### src/inc/tsc_defs.svh
// Offsets, field positions, reset values and timing counts of the block
`ifndef TSC_DEFS_SVH
`define TSC_DEFS_SVH

// Register byte offsets
`define TSC_OFS_CTRL 8'h00
`define TSC_OFS_STATUS 8'h04
`define TSC_OFS_READING 8'h08
`define TSC_OFS_ALERT 8'h0c
`define TSC_OFS_MAXDT 8'h10
`define TSC_OFS_HYST 8'h14
`define TSC_OFS_IRQ_STAT 8'h18
`define TSC_OFS_IRQ_MASK 8'h1c

// Control register fields
`define TSC_CTRL_AUTO 0
`define TSC_CTRL_SP 2:1
`define TSC_CTRL_SRC 5:4

// Status register fields
`define TSC_STAT_SP 1:0
`define TSC_STAT_OFF 2
`define TSC_STAT_AUTO 3
`define TSC_STAT_SETTLE 4
`define TSC_STAT_SRC 9:8

// Interrupt bits
`define TSC_IRQ_UP 0
`define TSC_IRQ_DOWN 1
`define TSC_IRQ_SHUT 2
`define TSC_IRQ_W 3

// Setpoints in whole degrees Celsius, two's complement
`define TSC_SP1 12'h005
`define TSC_SP2 12'h014
`define TSC_SP3 12'h023
`define TSC_SP4 12'h032
`define TSC_SP_DEFAULT 2'h1
`define TSC_SP_TOP 2'h3
`define TSC_SP_BOTTOM 2'h0

// Reset values of software-set limits
`define TSC_ALERT_RST 12'h046
`define TSC_MAXDT_RST 12'h01e
`define TSC_HYST_RST 12'h003
`define TSC_SRC_RST 2'h1

// Settling time after a step and clock rate
`define TSC_SETTLE_MS 1
`define TSC_CLK_KHZ 40000
`define TSC_SETTLE_CYC (`TSC_SETTLE_MS * `TSC_CLK_KHZ)

`endif

### src/inc/tsc_pkg.sv
// Types shared by the temperature setpoint controller files
`default_nettype none
package tsc_pkg;

   typedef logic signed [11:0] tsc_temp_t;

   typedef enum logic [1:0] {
      TSC_SRC_PHY,
      TSC_SRC_SENSOR,
      TSC_SRC_SBOARD,
      TSC_SRC_MBOARD
   } tsc_src_t;

   typedef enum logic {
      TSC_MANUAL,
      TSC_AUTO
   } tsc_mode_t;

   typedef enum logic [1:0] {
      TSC_RUN,
      TSC_SETTLE,
      TSC_OFF
   } tsc_state_t;

   // All four on-board readings, whole degrees Celsius
   typedef struct packed {
      tsc_temp_t phy;
      tsc_temp_t sensor;
      tsc_temp_t sboard;
      tsc_temp_t mboard;
   } tsc_temps_t;

endpackage
`default_nettype wire

### src/logic/tsc_temp_mux.sv
// Selects one temperature reading and finds the hottest one
`timescale 1ns/100ps
`default_nettype none
module tsc_temp_mux (
   input wire tsc_pkg::tsc_temps_t temps,
   input wire tsc_pkg::tsc_src_t src,
   output logic signed [11:0] reading,
   output logic signed [11:0] hottest
);
   import tsc_pkg::*;

   tsc_temp_t hot_a;
   tsc_temp_t hot_b;

   // Readout follows the chosen source
   always_comb begin
      case (src)
         TSC_SRC_PHY: reading = temps.phy;
         TSC_SRC_SENSOR: reading = temps.sensor;
         TSC_SRC_SBOARD: reading = temps.sboard;
         default: reading = temps.mboard;
      endcase
   end

   // Any sensor may carry the alarm, so compare all four
   always_comb begin
      hot_a = (temps.phy > temps.sensor) ? temps.phy : temps.sensor;
      hot_b = (temps.sboard > temps.mboard) ? temps.sboard : temps.mboard;
      hottest = (hot_a > hot_b) ? hot_a : hot_b;
   end

endmodule // tsc_temp_mux
`default_nettype wire

### src/logic/tsc_top.sv
// Thermoelectric setpoint controller with its AHB-Lite register slave
`timescale 1ns/100ps
`default_nettype none
`include "tsc_defs.svh"

// Notes on behaviour
// - Four setpoints; first +5, default +20 degrees.
// - Four selectable temperature sources, sensor default.
// - Readout returns the currently selected source.
// - Manual or automatic mode; auto steps adjacent.
// - Auto steps only after a hysteresis margin.
// - Difference above maximum steps to higher setpoint.
// - Difference within maximum keeps current setpoint.
// - Sensor below setpoint steps to lower setpoint.
// - Over alert limit disables sensor and cooler.
// - Shutdown holds until power is cycled.
// - Status indicator shows sensor and camera temperature.
// - After power-up regulate toward default setpoint.
// - Mode selection resets to manual.
module tsc_top #(
   parameter int SETTLE_CYC = `TSC_SETTLE_CYC
) (
   input wire logic hclk,
   input wire logic hresetn,
   input wire logic hsel,
   input wire logic [31:0] haddr,
   input wire logic [1:0] htrans,
   input wire logic hwrite,
   input wire logic [2:0] hsize,
   input wire logic [31:0] hwdata,
   input wire logic hready,
   output logic hreadyout,
   output logic hresp,
   output logic [31:0] hrdata,
   input wire tsc_pkg::tsc_temps_t temps,
   input wire tsc_pkg::tsc_temp_t temp_housing,
   output logic sensor_en,
   output logic tec_en,
   output tsc_pkg::tsc_temp_t tec_target,
   output logic [1:0] temp_led,
   output logic irq
);
   import tsc_pkg::*;

   // Setpoint index to temperature, used for target and step-down test
   // Setpoints are fixed at build time; software picks one by index
   function automatic tsc_temp_t sp_temp(input logic [1:0] idx);
      case (idx)
         2'h0: sp_temp = `TSC_SP1;
         2'h1: sp_temp = `TSC_SP2;
         2'h2: sp_temp = `TSC_SP3;
         default: sp_temp = `TSC_SP4;
      endcase
   endfunction

   // Bus and register state
   logic wr_q;
   logic [7:0] waddr_q;
   logic hreadyout_q;
   logic hresp_q;
   logic [31:0] hrdata_q;
   tsc_mode_t mode_q;
   tsc_src_t src_q;
   tsc_temp_t alert_q;
   tsc_temp_t maxdt_q;
   tsc_temp_t hyst_q;
   logic [`TSC_IRQ_W-1:0] irq_stat_q;
   logic [`TSC_IRQ_W-1:0] irq_mask_q;
   logic irq_q;

   // Controller state
   tsc_state_t state_q;
   logic [1:0] sp_q;
   logic [15:0] settle_q;
   logic sensor_en_q;
   logic tec_en_q;
   tsc_temp_t tec_target_q;
   logic [1:0] led_q;

   // Combinational helpers
   logic addr_ok;
   logic [31:0] rdata_d;
   logic wr_ctrl;
   tsc_temp_t reading;
   tsc_temp_t hottest;
   logic signed [12:0] dt;
   logic signed [12:0] up_lim;
   logic signed [12:0] dn_lim;
   logic over;
   logic step_up;
   logic step_dn;
   logic off_target;
   logic below_lo;
   logic above_hi;
   logic [`TSC_IRQ_W-1:0] ev;

   // Readout and alarm both come from the four on-board sensors
   tsc_temp_mux u_mux (
      .temps(temps),
      .src(src_q),
      .reading(reading),
      .hottest(hottest)
   );

   // Address phase accepted only with hready high and a NONSEQ/SEQ
   // hsize and htrans[0] are not decoded: every access is one word
   assign addr_ok = hsel & htrans[1] & hready;
   assign wr_ctrl = wr_q & (waddr_q == `TSC_OFS_CTRL);

   // Read mux; unmapped offsets read as zero
   always_comb begin
      rdata_d = 32'h0000_0000;
      case (haddr[7:0])
         `TSC_OFS_CTRL: begin
            rdata_d[`TSC_CTRL_AUTO] = (mode_q == TSC_AUTO);
            rdata_d[`TSC_CTRL_SP] = sp_q;
            rdata_d[`TSC_CTRL_SRC] = src_q;
         end
         `TSC_OFS_STATUS: begin
            rdata_d[`TSC_STAT_SP] = sp_q;
            rdata_d[`TSC_STAT_OFF] = (state_q == TSC_OFF);
            rdata_d[`TSC_STAT_AUTO] = (mode_q == TSC_AUTO);
            rdata_d[`TSC_STAT_SETTLE] = (state_q == TSC_SETTLE);
            rdata_d[`TSC_STAT_SRC] = src_q;
         end
         `TSC_OFS_READING: rdata_d = {{20{reading[11]}}, reading};
         `TSC_OFS_ALERT: rdata_d[11:0] = alert_q;
         `TSC_OFS_MAXDT: rdata_d[11:0] = maxdt_q;
         `TSC_OFS_HYST: rdata_d[11:0] = hyst_q;
         `TSC_OFS_IRQ_STAT: rdata_d[`TSC_IRQ_W-1:0] = irq_stat_q;
         `TSC_OFS_IRQ_MASK: rdata_d[`TSC_IRQ_W-1:0] = irq_mask_q;
         default: rdata_d = 32'h0000_0000;
      endcase
   end

   // Slave never stalls and always answers OKAY
   // Low in reset, so no transfer is taken before the block is up
   always_ff @(posedge hclk or negedge hresetn) begin
      if (!hresetn) begin
         hreadyout_q <= 1'b0;
         hresp_q <= 1'b0;
      end else begin
         hreadyout_q <= 1'b1;
         hresp_q <= 1'b0;
      end
   end

   // Reads are sampled in the address phase, so data stand without wait
   // A read just after a write to the same register sees the old value
   always_ff @(posedge hclk or negedge hresetn) begin
      if (!hresetn) begin
         hrdata_q <= 32'h0000_0000;
      end else if (addr_ok && !hwrite) begin
         hrdata_q <= rdata_d;
      end
   end

   // Writes are remembered for the data phase
   always_ff @(posedge hclk or negedge hresetn) begin
      if (!hresetn) begin
         wr_q <= 1'b0;
         waddr_q <= 8'h00;
      end else begin
         wr_q <= addr_ok & hwrite;
         if (addr_ok) begin
            waddr_q <= haddr[7:0];
         end
      end
   end

   // Mode and source selection
   // With the auto bit set, the setpoint field of the write is ignored
   always_ff @(posedge hclk or negedge hresetn) begin
      if (!hresetn) begin
         mode_q <= TSC_MANUAL;
         src_q <= tsc_src_t'(`TSC_SRC_RST);
      end else if (wr_ctrl) begin
         mode_q <= hwdata[`TSC_CTRL_AUTO] ? TSC_AUTO : TSC_MANUAL;
         src_q <= tsc_src_t'(hwdata[`TSC_CTRL_SRC]);
      end
   end

   // Software-set limits
   // New limits take effect at the next compare, without a settle
   always_ff @(posedge hclk or negedge hresetn) begin
      if (!hresetn) begin
         alert_q <= `TSC_ALERT_RST;
         maxdt_q <= `TSC_MAXDT_RST;
         hyst_q <= `TSC_HYST_RST;
      end else if (wr_q) begin
         if (waddr_q == `TSC_OFS_ALERT) begin
            alert_q <= hwdata[11:0];
         end
         if (waddr_q == `TSC_OFS_MAXDT) begin
            maxdt_q <= hwdata[11:0];
         end
         if (waddr_q == `TSC_OFS_HYST) begin
            hyst_q <= hwdata[11:0];
         end
      end
   end

   // Housing minus sensor; positive while the cooler pulls the sensor down
   // Thirteen bits, so the difference of two extremes cannot wrap
   assign dt = 13'(temp_housing) - 13'(temps.sensor);
   // A margin beyond the limit stops chatter at the threshold
   assign up_lim = 13'(maxdt_q) + 13'(hyst_q);
   assign dn_lim = 13'(sp_temp(sp_q)) - 13'(hyst_q);
   assign over = hottest > alert_q;
   assign step_up = (dt > up_lim) && (sp_q != `TSC_SP_TOP);
   // Band around the active setpoint, shared by stepping and indicator
   assign below_lo = 13'(temps.sensor) < dn_lim;
   assign above_hi = 13'(temps.sensor) > 13'(sp_temp(sp_q)) + 13'(hyst_q);
   assign step_dn = below_lo && (sp_q != `TSC_SP_BOTTOM);
   // Any of the three leaves the sensor visibly off its setpoint
   assign off_target = (dt > 13'(maxdt_q)) || below_lo || above_hi;

   // Controller: regulate, step, wait to settle, or stay shut down
   // SETTLE_CYC must not exceed 65536 to fit the 16-bit counter
   always_ff @(posedge hclk or negedge hresetn) begin
      if (!hresetn) begin
         state_q <= TSC_RUN;
         sp_q <= `TSC_SP_DEFAULT;
         settle_q <= 16'h0000;
      end else begin
         case (state_q)
            TSC_RUN: begin
               // Over-temperature beats any step
               if (over) begin
                  state_q <= TSC_OFF;
               end else if (mode_q == TSC_AUTO && step_up) begin
                  sp_q <= sp_q + 2'h1;
                  settle_q <= 16'h0000;
                  state_q <= TSC_SETTLE;
               end else if (mode_q == TSC_AUTO && step_dn) begin
                  sp_q <= sp_q - 2'h1;
                  settle_q <= 16'h0000;
                  state_q <= TSC_SETTLE;
               end else if (mode_q == TSC_MANUAL && wr_ctrl
                  && !hwdata[`TSC_CTRL_AUTO]) begin
                  sp_q <= hwdata[`TSC_CTRL_SP];
               end else begin
                  // Within the cooler's reach: keep the setpoint
                  sp_q <= sp_q;
               end
            end
            TSC_SETTLE: begin
               // Give the cooler time before judging the new setpoint
               if (over) begin
                  state_q <= TSC_OFF;
               end else if (settle_q == 16'(SETTLE_CYC - 1)) begin
                  state_q <= TSC_RUN;
               end else begin
                  settle_q <= settle_q + 16'h0001;
               end
            end
            TSC_OFF: begin
               // Only hresetn, standing in for a power cycle, leaves here
               state_q <= TSC_OFF;
            end
            default: begin
               state_q <= TSC_OFF;
            end
         endcase
      end
   end

   // Enables and target; only reset leaves the shutdown
   // over is used directly so the cut does not wait for the state
   always_ff @(posedge hclk or negedge hresetn) begin
      if (!hresetn) begin
         sensor_en_q <= 1'b0;
         tec_en_q <= 1'b0;
         tec_target_q <= `TSC_SP2;
      end else begin
         sensor_en_q <= (state_q != TSC_OFF) && !over;
         tec_en_q <= (state_q != TSC_OFF) && !over;
         tec_target_q <= sp_temp(sp_q);
      end
   end

   // Indicator: bit 0 sensor off its setpoint, bit 1 camera too hot
   // Bit 0 is held off while shut down, as the sensor is then unpowered
   always_ff @(posedge hclk or negedge hresetn) begin
      if (!hresetn) begin
         led_q <= 2'h0;
      end else begin
         led_q[0] <= off_target && (state_q != TSC_OFF);
         led_q[1] <= over || (state_q == TSC_OFF);
      end
   end

   // Events: step up, step down, shutdown entry
   // Same priorities as the controller, so a flag means a real step
   always_comb begin
      ev = '0;
      ev[`TSC_IRQ_UP] = (state_q == TSC_RUN) && !over
         && (mode_q == TSC_AUTO) && step_up;
      ev[`TSC_IRQ_DOWN] = (state_q == TSC_RUN) && !over
         && (mode_q == TSC_AUTO) && !step_up && step_dn;
      ev[`TSC_IRQ_SHUT] = (state_q != TSC_OFF) && over;
   end

   // Sticky status, write one to clear; a new event beats the clear
   always_ff @(posedge hclk or negedge hresetn) begin
      if (!hresetn) begin
         irq_stat_q <= '0;
      end else if (wr_q && waddr_q == `TSC_OFS_IRQ_STAT) begin
         irq_stat_q <= (irq_stat_q & ~hwdata[`TSC_IRQ_W-1:0]) | ev;
      end else begin
         irq_stat_q <= irq_stat_q | ev;
      end
   end

   // Mask register, same layout as status
   always_ff @(posedge hclk or negedge hresetn) begin
      if (!hresetn) begin
         irq_mask_q <= '0;
      end else if (wr_q && waddr_q == `TSC_OFS_IRQ_MASK) begin
         irq_mask_q <= hwdata[`TSC_IRQ_W-1:0];
      end
   end

   // Level interrupt, one cycle behind the status bits
   // Registered so that irq comes straight from a flip-flop
   always_ff @(posedge hclk or negedge hresetn) begin
      if (!hresetn) begin
         irq_q <= 1'b0;
      end else begin
         irq_q <= |(irq_stat_q & irq_mask_q);
      end
   end

   // Every output is driven from its own flip-flop
   assign hreadyout = hreadyout_q;
   assign hresp = hresp_q;
   assign hrdata = hrdata_q;
   assign sensor_en = sensor_en_q;
   assign tec_en = tec_en_q;
   assign tec_target = tec_target_q;
   assign temp_led = led_q;
   assign irq = irq_q;

endmodule // tsc_top
`default_nettype wire
### config.mk
export PLATFORM = sky130hd
export DESIGN_NAME = tsc_top
export DESIGN_NICKNAME = d
export VERILOG_FILES = /design/src/inc/tsc_pkg.sv /design/src/logic/tsc_temp_mux.sv /design/src/logic/tsc_top.sv
export VERILOG_INCLUDE_DIRS = /design/src /design/src/inc
export SDC_FILE = /design/constraint.sdc
export NUM_CORES = 1
export LEC_CHECK = 0
export ABC_AREA = 0
export ABC_CLOCK_PERIOD_IN_PS = 7700
export BUFFER_PORTS_ARGS = -buffer_cell sky130_fd_sc_hd__buf_2
export CELL_PAD_IN_SITES_DETAIL_PLACEMENT = 2
export CELL_PAD_IN_SITES_GLOBAL_PLACEMENT = 2
export CORE_MARGIN = 1
export CORE_UTILIZATION = 37
export CTS_CLUSTER_SIZE = 40
export DETAILED_ROUTE_END_ITERATION = 7
export PLACE_DENSITY_LB_ADDON = 0.12
export SLEW_MARGIN = 20
export SYNTH_ARGS = -nofsm -noshare
export SYNTH_HDL_FRONTEND = slang
export SYNTH_SLANG_ARGS = --single-unit
### constraint.sdc
create_clock -name hclk -period 7.7 [get_ports hclk]
set_input_delay 0.77 -clock hclk [delete_from_list [all_inputs] [get_ports hclk]]
set_output_delay 0.77 -clock hclk [all_outputs]
set_load 0.05 [all_outputs]
==> flow_summary.json, run 1 <==
{
  "die_area_um2": 25760,
  "firstDrtPassIters": 4,
  "multi_input_area_um2": 6155,
  "finalSetupTns_ns": 0,
  "cts-root-to-sink-buffers": 2,
  "count_leader_synth": "ha_1",
  "timing.final.crit_period_ns": 7.089,
  "gp_congestion": 0.8508,
  "total_power_mw": 2.204,
  "power_per_cell_area_nw_per_um2": 210.6,
  "final_worst_setup_slack_ns": 0.6111,
  "critPathMaxFanout": 17,
  "cp_data_arrival_time_ns": 7.37,
  "area_growth_pct": 12.57,
  "max_freq_mhz": 141.1,
  "dpl_cell_area_um2": 10110,
  "initial_utilization_pct": 38.00,
  "critical_path.max_stage_delay_ns": 0.46,
  "netlist_area_um2": 9295,
  "post-route-period-util_pct": 92.06,
  "hold_path.class": "primary input to async pin",
  "tritoncts_num_sinks": 96,
  "initial_antenna_violation_count": 0,
  "static-leakage-power_nw": 5.211,
  "critical_path.startpoint_type": "primary input",
  "globalRouteOverflowTotal": 0,
  "final_hold_viols": 0,
  "critical_path.endpoint_type": "flip-flop",
  "core_area_um2": 24460,
  "synth_area_leader_cell": "dfrtp_1",
  "post_synth_main_area_contributors": "dfrtp_1, ha_1, inv_1, mux2_2, dfstp_2",
  "grt_start_max_net_pins": 75,
  "maxSlewHeadroom_pct": 32.98,
  "yosysWarningCount": 0,
  "synth_enable_flop_cells": 0,
  "p_seq_share_pct": 28.8,
  "synthTopCellsByCount": "ha_1, inv_1, dfrtp_1",
  "cts-htree-levels": 3,
  "worstMarginPinSlew_ns": 1.003,
  "internal_power_mw": 1.322,
  "timing.reg2reg.setup_slack_ns": 2.01,
  "vdd_drop_max_v": 0.0001207,
  "floorplan.io_pins": 185,
  "detail_route.iter0.violations": 257,
  "pre_cts_slack_ns": 0.1361,
  "worst_clock_skew_ns": 0.007165,
  "avgViaCountPerCell": 5.603,
  "critical_path.slowest_cell": "a211o_2",
  "grt_use_total_pct": 26.29,
  "postRouteWirelength_um": 33080,
  "num_antenna_cells": 0,
  "final_max_slew_viol_count": 0,
  "share_comb_of_total_power_pct": 47.2,
  "antenna_left": 0,
  "dpl.hpwl_um": 27240,
  "post_cts_resize_count": 0,
  "fillers": 2801,
  "dominantRegCellSynth": "dfrtp_1",
  "synthCells": 1044,
  "critical_path_class": "primary input to flip-flop",
  "cts_tree": "done",
  "sequential_cell_area_um2": 2419,
  "routed-via-count": 8231,
  "clk_pin_slew_worst_paths_ns": 0.07,
  "synth_async_sr_flop_share_pct": 100.0,
  "flop_and_latch_count_out_of_synthesis": 96,
  "timing.reg2reg.worst_path_depth": 22,
  "power_frac_clock_pct": 24.0,
  "width_of_the_chip_um": 160.5,
  "critical_path_required_ns": 7.98,
  "tritoncts.num_buffers": 9,
  "ys_seq_area_share_pct": 26.02,
  "grt_pass1_wl_um": 51500,
  "final_util_pct": 42.78,
  "post-synth-top-area-fraction_pct": 22.34,
  "cts_hold_buf": 0,
  "p_sw_mw": 0.8816,
  "wl_per_cell_um": 22.52,
  "drc": 0,
  "worstReg2RegStart": "sp_q[0]",
  "p_sw_share_pct": 40.01,
  "drive_above_1_share_pct": 20.09,
  "post_cts_buffers": 0,
  "placement_rows": 57,
  "portBuffers": 128,
  "die_h_um": 160.5,
  "run_status": "finished clean",
  "cap_viol_max_count": 0,
  "cts.root.buffer_cell": "clkbuf_16",
  "r2r-end": "settle_q[1]",
  "later_pin_clock_latency_in_the_skew_report_ns": 0.36,
  "number_of_distinct_library_cells_after_synthesis": 76,
  "post_synth.cell_area_avg_um2": 8.903,
  "unrepaired_setup_endpoints_after_global_routing": "false",
  "finalInstanceArea_um2": 10460,
  "finalSetupViolCount": 0,
  "first_global_vias": 8981,
  "nets": 1415
}
cells in the final DEF (no fill, tap or decap), types with 13 or more instances in the layout:
master,Yosys,final
ha_1,137,137
buf_2,1,127
inv_1,104,104
dfrtp_1,83,83
nand2_1,72,72
a21oi_1,61,61
o21ai_0,61,61
nor2_1,61,60
mux2_2,31,31
mux2i_1,30,30
xnor2_1,27,27
a31oi_1,26,26
nand4_1,20,20
nor2b_1,19,19
a21o_1,17,17
nand3_1,16,16
buf_4,30,15
nand2b_1,14,14
mux4_2,13,13
dfstp_2,13,13
critical path, delay by kind of cell:
family | cells | cell delay [ns]
simple gates | 7 | 1.20
compound gates | 13 | 2.96
mux | 3 | 0.80
buf+inv | 5 | 0.74
fa+ha+maj | 3 | 0.91
worst max-delay path by stage:
stage / startpoint / endpoint / cells past startpoint
2_1_floorplan: temps[25] / settle_q[13] / 32
3_3_place_gp: temps[25] / sp_q[1] / 30
3_5_place_dp: temps[25] / settle_q[1] / 31
4_1_cts: temps[25] / settle_q[1] / 31
5_1_grt: temps[25] / settle_q[1] / 31
6_report: temps[25] / settle_q[1] / 31
kinds of logic after synthesis:
family	synth area share [%]
AOI/OAI and AO/OA	18.83
xor gates and xnor gates	3.581
adders and majority gates	19.30
buffers and inverters	8.090
DFF	26.02
muxes	10.26
other	0.08079
and+or+nand+nor	13.84
per-layer routing:
| metal | global-route usage (%) | up-vias | share of wire, % |
|---|---|---|---|
| li1 | - | 3914 | - |
| met1 | 34.19 | 4137 | 46 |
| met2 | 45.12 | 139 | 49 |
| met3 | 2.996 | 41 | 2.6 |
| met4 | 8.874 | 0 | 2.8 |
| met5 | 0 | - | 0 |
sequential cells by signal (all words and copies together), names as in the netlist, 3 cells and up:
signal and flops:
settle_q 16, hrdata 13, alert_q 12, hyst_q 12
maxdt_q 12, waddr_q 8, tec_target 4, irq_mask_q 3
irq_stat_q 3
power groups by stage:
stage	clock, mW	sequential [mW]	combinational, mW
after detailed placement	0	0.642	1.04
after CTS	0.543	0.635	1.05
after floorplan	0	0.647	0.707
final	0.529	0.635	1.04
after global routing	0.554	0.644	1.16
after global placement	0	0.640	0.994
stage by stage:
step                      instances  hold WS [ns]
final                          1469        0.2936
after global placement         1453        0.4752
after CTS                      1469        0.2862
after detailed placement       1453        0.4816
after floorplan                1051        0.4532
after global routing           1469        0.2957
area by class of cell:
type | count | share of cell area (%)
Multi-Input combinational cell | 787 | 58.82
Inverter | 104 | 3.731
Sequential cell | 96 | 23.11
Clock buffer | 11 | 2.320
Timing Repair Buffer | 142 | 7.151
Clock inverter | 5 | 0.9925
Tap cell | 324 | 3.874
Power figures use the tool's default switching activity.
==> run 2: changes to the inputs <==
Settings changed: PLACE_DENSITY_LB_ADDON 0.12 to 0.25.
==> flow_summary.json, run 2 (same netlist as run 1, synthesis figures left out) <==
{
  "run_status": "finished clean",
  "timing.final.crit_period_ns": 7.176,
  "antenna_left": 0,
  "gp_congestion": 0.8736,
  "vdd_drop_max_v": 0.0001157,
  "portBuffers": 128,
  "later_pin_clock_latency_in_the_skew_report_ns": 0.36,
  "sequential_cell_area_um2": 2419,
  "grt_pass1_wl_um": 51450,
  "critical_path.startpoint": "temps[25]",
  "total_power_mw": 2.138,
  "initial_utilization_pct": 38.00,
  "fillers": 2724,
  "routed-via-count": 8325,
  "timing.reg2reg.setup_slack_ns": 2.02,
  "clk_pin_slew_worst_paths_ns": 0.07,
  "maxSlewHeadroom_pct": 39.01,
  "critPathMostFrequentCell": "o211ai_1",
  "power_per_cell_area_nw_per_um2": 205.7,
  "final_hold_viols": 0,
  "max_freq_mhz": 139.4,
  "pre_cts_slack_ns": 0.1516,
  "critical_path_class": "primary input to flip-flop",
  "postRouteWirelength_um": 33220,
  "first_global_vias": 8912,
  "grt_start_max_net_pins": 63,
  "detail_route.iter0.violations": 334,
  "dpl.hpwl_um": 27130,
  "layout.cells.most_common": "ha_1",
  "tritoncts.num_buffers": 9,
  "unrepaired_setup_endpoints_after_global_routing": "false",
  "finalSetupTns_ns": 0,
  "cap_viol_max_count": 0,
  "post_cts_resize_count": 0,
  "post-route-period-util_pct": 93.19,
  "placement_rows": 57,
  "route.layer.met1.wl_um": 15120,
  "wl_per_cell_um": 22.64,
  "area_growth_pct": 11.81,
  "cts.root.buffer_cell": "clkbuf_16",
  "final_worst_setup_slack_ns": 0.5240,
  "timing.reg2reg.worst_path_depth": 22,
  "globalRouteOverflowTotal": 0,
  "tritoncts_num_sinks": 96,
  "width_of_the_chip_um": 160.5,
  "worstMarginPinSlew_ns": 0.9130,
  "hold_path.class": "primary input to async pin",
  "cp_data_arrival_time_ns": 7.45,
  "static-leakage-power_nw": 5.170,
  "cts-htree-levels": 3,
  "highest_metal_layer_with_signal_wires": "met4",
  "multi_input_area_um2": 6153,
  "critical_path.max_stage_delay_ns": 0.50,
  "num_antenna_cells": 0,
  "mostFrequentLayoutCells": "ha_1, buf_2, inv_1",
  "post_cts_buffers": 0,
  "avgViaCountPerCell": 5.675,
  "core_area_um2": 24460,
  "worstReg2RegStart": "sp_q[0]",
  "firstDrtPassIters": 5,
  "cts-root-to-sink-buffers": 2,
  "dpl_cell_area_um2": 10100,
  "cts_tree": "done",
  "floorplan.io_pins": 185,
  "finalInstanceArea_um2": 10390,
  "drc": 0,
  "met3WireLength_um": 942,
  "detailroute.wirelength.met2_um": 16370,
  "drive_above_1_share_pct": 19.60,
  "die_h_um": 160.5,
  "largest_register": "settle_q",
  "finalSetupViolCount": 0,
  "grt_use_total_pct": 26.17,
  "worstSetupEndpoint": "settle_q[1]",
  "final_max_slew_viol_count": 0,
  "initial_antenna_violation_count": 0,
  "worst_clock_skew_ns": 0.008214,
  "nets": 1413,
  "largest_register_ffs": 16,
  "die_area_um2": 25760,
  "critical_path.endpoint_type": "flip-flop",
  "cts_hold_buf": 0,
  "critical_path.startpoint_type": "primary input",
  "r2r-end": "settle_q[1]",
  "critical_path_required_ns": 7.97,
  "critical_path.slowest_cell": "a211o_1",
  "critPathMaxFanout": 17
}
==> run 2: cell count changes in the layout (fill, tap and decap cells not counted), sizes merged <==
cell / delta
clkinv: -1
buf: -2
bufinv: -2
clkbuf: +2
clkinvlp: +1
==> run 2: worst min path at each step <==
stage | from | endpoint | slack [ns] | depth (start not counted)
finish | hresetn | hrdata[30] | 0.35 | 1
global route | hresetn | hrdata[30] | 0.38 | 1
CTS | hresetn | hrdata[30] | 0.37 | 1
detailed placement | hrdata[0] | hrdata[0] | 0.47 | 2
global placement | hrdata[3] | hrdata[3] | 0.46 | 2
floorplan | settle_q[15] | settle_q[15] | 0.45 | 1
==> run 2: final cells by class <==
class                           instances  share of cell area (%)
Multi-Input combinational cell        787                   59.21
Sequential cell                        96                   23.27
Timing Repair Buffer                  140                   7.055
Tap cell                              324                   3.901
Inverter                              104                   3.756
Clock buffer                           13                   2.408
Clock inverter                          3                  0.3973
==> run 2: layer usage <==
layer	vias up	GRT usage, %
met5	-	0
met4	0	8.139
met3	42	2.686
met2	139	45.20
met1	4226	34.24
li1	3918	-
==> run 2: through the flow <==
step	cells	util, %	hold slack [ns]
after floorplan	1051	-	0.4532
after global placement	1451	41.28	0.4629
after detailed placement	1451	41.28	0.4706
after CTS	1467	42.47	0.3704
after global routing	1467	42.48	0.3819
final	1467	42.48	0.3501
==> run 2: critical path, delay by kind of cell <==
family | cells | cell delay [ns]
adders and majority gates | 3 | 0.91
buffers and inverters | 7 | 1.13
and+or+nand+nor | 5 | 0.78
AOI/OAI and AO/OA | 14 | 3.04
muxes | 3 | 0.79
==> run 2: power breakdown <==
group          leakage [nW]  switching [mW]  internal, mW  total [mW]
logic                  3.90           0.610         0.434        1.04
registers              1.13          0.0710         0.563       0.634
clock network         0.137           0.201         0.260       0.461
total                  5.17           0.881          1.26        2.14
==> run 3: changes to the inputs <==
Settings changed: ABC_AREA 0 to 1, CORE_UTILIZATION 37 to 34, SKIP_CTS_REPAIR_TIMING set to 1.
==> flow_summary.json, run 3 <==
{
  "largest_register_ffs": 16,
  "internal_power_mw": 1.101,
  "cts_tree": "done",
  "timing.reg2reg.worst_path_depth": 28,
  "synthTopCellsByCount": "nand2_1, inv_1, ha_1",
  "area_growth_pct": 12.00,
  "portBuffers": 128,
  "detail_route.iter0.violations": 347,
  "tritoncts.num_buffers": 9,
  "first_global_vias": 10240,
  "layout.cells.most_common": "nand2_1",
  "grt_start_max_net_pins": 54,
  "die_h_um": 169.4,
  "maxSlewHeadroom_pct": 37.66,
  "critical_path.endpoint_type": "flip-flop",
  "timing.final.crit_period_ns": 6.962,
  "core_area_um2": 27180,
  "multi_input_area_um2": 6041,
  "grt_use_total_pct": 26.01,
  "num_antenna_cells": 0,
  "critPathMostFrequentCell": "nand2_1",
  "largest_register": "settle_q",
  "finalInstanceArea_um2": 10670,
  "critPathMaxFanout": 20,
  "synth_enable_flop_cells": 0,
  "finalSetupTns_ns": 0,
  "netlist_area_um2": 9523,
  "placement_rows": 60,
  "pre_cts_slack_ns": 0.4075,
  "p_sw_share_pct": 45.57,
  "hold_path.class": "primary input to async pin",
  "width_of_the_chip_um": 169.4,
  "critical_path_class": "primary input to flip-flop",
  "wl_per_cell_um": 20.24,
  "final_hold_viols": 0,
  "cts-root-to-sink-buffers": 2,
  "final_util_pct": 39.24,
  "post-synth-top-area-fraction_pct": 21.81,
  "global_route.peak_usage_layer": "met2",
  "critical_path.slowest_cell": "inv_1",
  "run_status": "finished clean",
  "static-leakage-power_nw": 5.796,
  "p_seq_share_pct": 29.7,
  "synth_async_sr_flop_share_pct": 100.0,
  "synthCells": 1328,
  "sequential_cell_area_um2": 2419,
  "later_pin_clock_latency_in_the_skew_report_ns": 0.35,
  "cp_data_arrival_time_ns": 7.21,
  "antenna_left": 0,
  "die_area_um2": 28680,
  "dominantRegCellSynth": "dfrtp_1",
  "tritoncts_num_sinks": 96,
  "gp_congestion": 0.9083,
  "post-route-period-util_pct": 90.41,
  "unrepaired_setup_endpoints_after_global_routing": "false",
  "initial_antenna_violation_count": 0,
  "cap_viol_max_count": 0,
  "initial_utilization_pct": 35.04,
  "count_leader_synth": "nand2_1",
  "grt_use_met1_pct": 33.19,
  "power_per_cell_area_nw_per_um2": 189.7,
  "number_of_distinct_library_cells_after_synthesis": 50,
  "avgViaCountPerCell": 5.269,
  "grt_pass1_wl_um": 56950,
  "cts-htree-levels": 3,
  "critical_path.max_stage_delay_ns": 0.43,
  "flop_and_latch_count_out_of_synthesis": 96,
  "post_synth.cell_area_avg_um2": 7.171,
  "globalRouteOverflowTotal": 0,
  "cts.root.buffer_cell": "clkbuf_16",
  "dpl_cell_area_um2": 10360,
  "postRouteWirelength_um": 36430,
  "firstDrtPassIters": 5,
  "dpl.hpwl_um": 30680,
  "clk_pin_slew_worst_paths_ns": 0.07,
  "share_comb_of_total_power_pct": 47.7,
  "worst_clock_skew_ns": 0.007353,
  "finalSetupViolCount": 0,
  "floorplan.io_pins": 185,
  "max_freq_mhz": 143.6,
  "power_frac_clock_pct": 22.6,
  "yosysWarningCount": 0,
  "mostFrequentLayoutCells": "nand2_1, inv_1, ha_1",
  "routed-via-count": 9485,
  "fillers": 3351,
  "critical_path.startpoint_type": "primary input",
  "final_worst_setup_slack_ns": 0.7381,
  "drc": 0,
  "worstMarginPinSlew_ns": 0.9316,
  "final_max_slew_viol_count": 0,
  "critical_path_required_ns": 7.94,
  "grt.met2_usage_pct": 47.50,
  "nets": 1698,
  "p_sw_mw": 0.9221,
  "drive_above_1_share_pct": 12.68,
  "synth_area_leader_cell": "dfrtp_1",
  "post_synth_main_area_contributors": "dfrtp_1, ha_1, nand2_1, inv_1, o21ai_0",
  "vdd_drop_max_v": 0.0001048,
  "ys_seq_area_share_pct": 25.40,
  "global_route.usage.met3_pct": 1.702
}
==> run 3: cell types whose count changed after synthesis, moves of 15 or more <==
cell     previous run  this run
nand2_1            72       293
o22ai_1             2        17
o21ai_0            61       116
a21oi_1            61        81
xnor2_1            27         8
mux2i_1            30         0
nor2b_1            19         0
inv_1             104       199
nor2_1             61        85
xor2_1             11        43
a31oi_1            26         6
nand4_1            20        36
nand3_1            16        36
mux2_2             31         4
==> run 3: layout make-up <==
class | count | area share, %
clock inverter | 6 | 0.6452
tap | 372 | 4.364
sequential | 96 | 22.68
clock buffer | 10 | 2.147
multi-input combinational | 982 | 56.64
timing repair buffer | 134 | 6.488
inverter | 200 | 7.039
==> run 3: worst paths after layout <==
check                               to       start  slack, ns
min in group hclk           hrdata[11]  hrdata[11]       0.49
max in group asynchronous  settle_q[7]     hresetn       6.17
setup / recovery           settle_q[8]   temps[35]       0.74
hold / removal               hrdata[2]     hresetn       0.42
setup reg to reg           settle_q[6]     sp_q[0]       1.63
hold reg to reg             hrdata[11]  hrdata[11]       0.49
==> run 3: kinds of logic after synthesis <==
kind of cell / share of synthesized area [%]
XOR/XNOR: 4.691
buffers and inverters: 11.44
multiplexers: 0.4730
other: 0.07886
adder cells (fa/ha/maj): 18.84
flip-flops: 25.40
AO/OA/AOI/OAI: 17.33
AND/OR/NAND/NOR: 21.74
==> run 3: metal layers <==
layer  part of all wire (%)  vias up
met2                     51      142
met1                     45     4716
met5                      0        -
met3                    2.3       34
met4                    1.8        0
li1                       -     4593
==> run 3: worst max-delay path: cells and delay by family <==
| family | cells | cell delay [ns] |
|---|---|---|
| simple gates | 17 | 2.50 |
| buf+inv | 5 | 1.16 |
| compound gates | 9 | 1.68 |
| fa+ha+maj | 3 | 1.10 |
==> run 3: per-stage QoR <==
stage	cells	hold slack, ns	total power [mW]
2_1_floorplan	1335	0.4530	1.286
3_3_place_gp	1783	0.4665	1.525
3_5_place_dp	1783	0.4802	1.573
4_1_cts	1799	0.4290	2.040
5_1_grt	1800	0.4472	2.167
6_report	1800	0.4182	2.023
==> run 3: power groups by stage <==
stage                     combinational (mW)  clock, mW  sequential (mW)
after global routing                    1.08      0.483            0.606
after detailed placement               0.963          0            0.610
after floorplan                        0.671          0            0.615
final                                  0.964      0.457            0.602
after global placement                 0.918          0            0.607
after CTS                              0.970      0.469            0.601
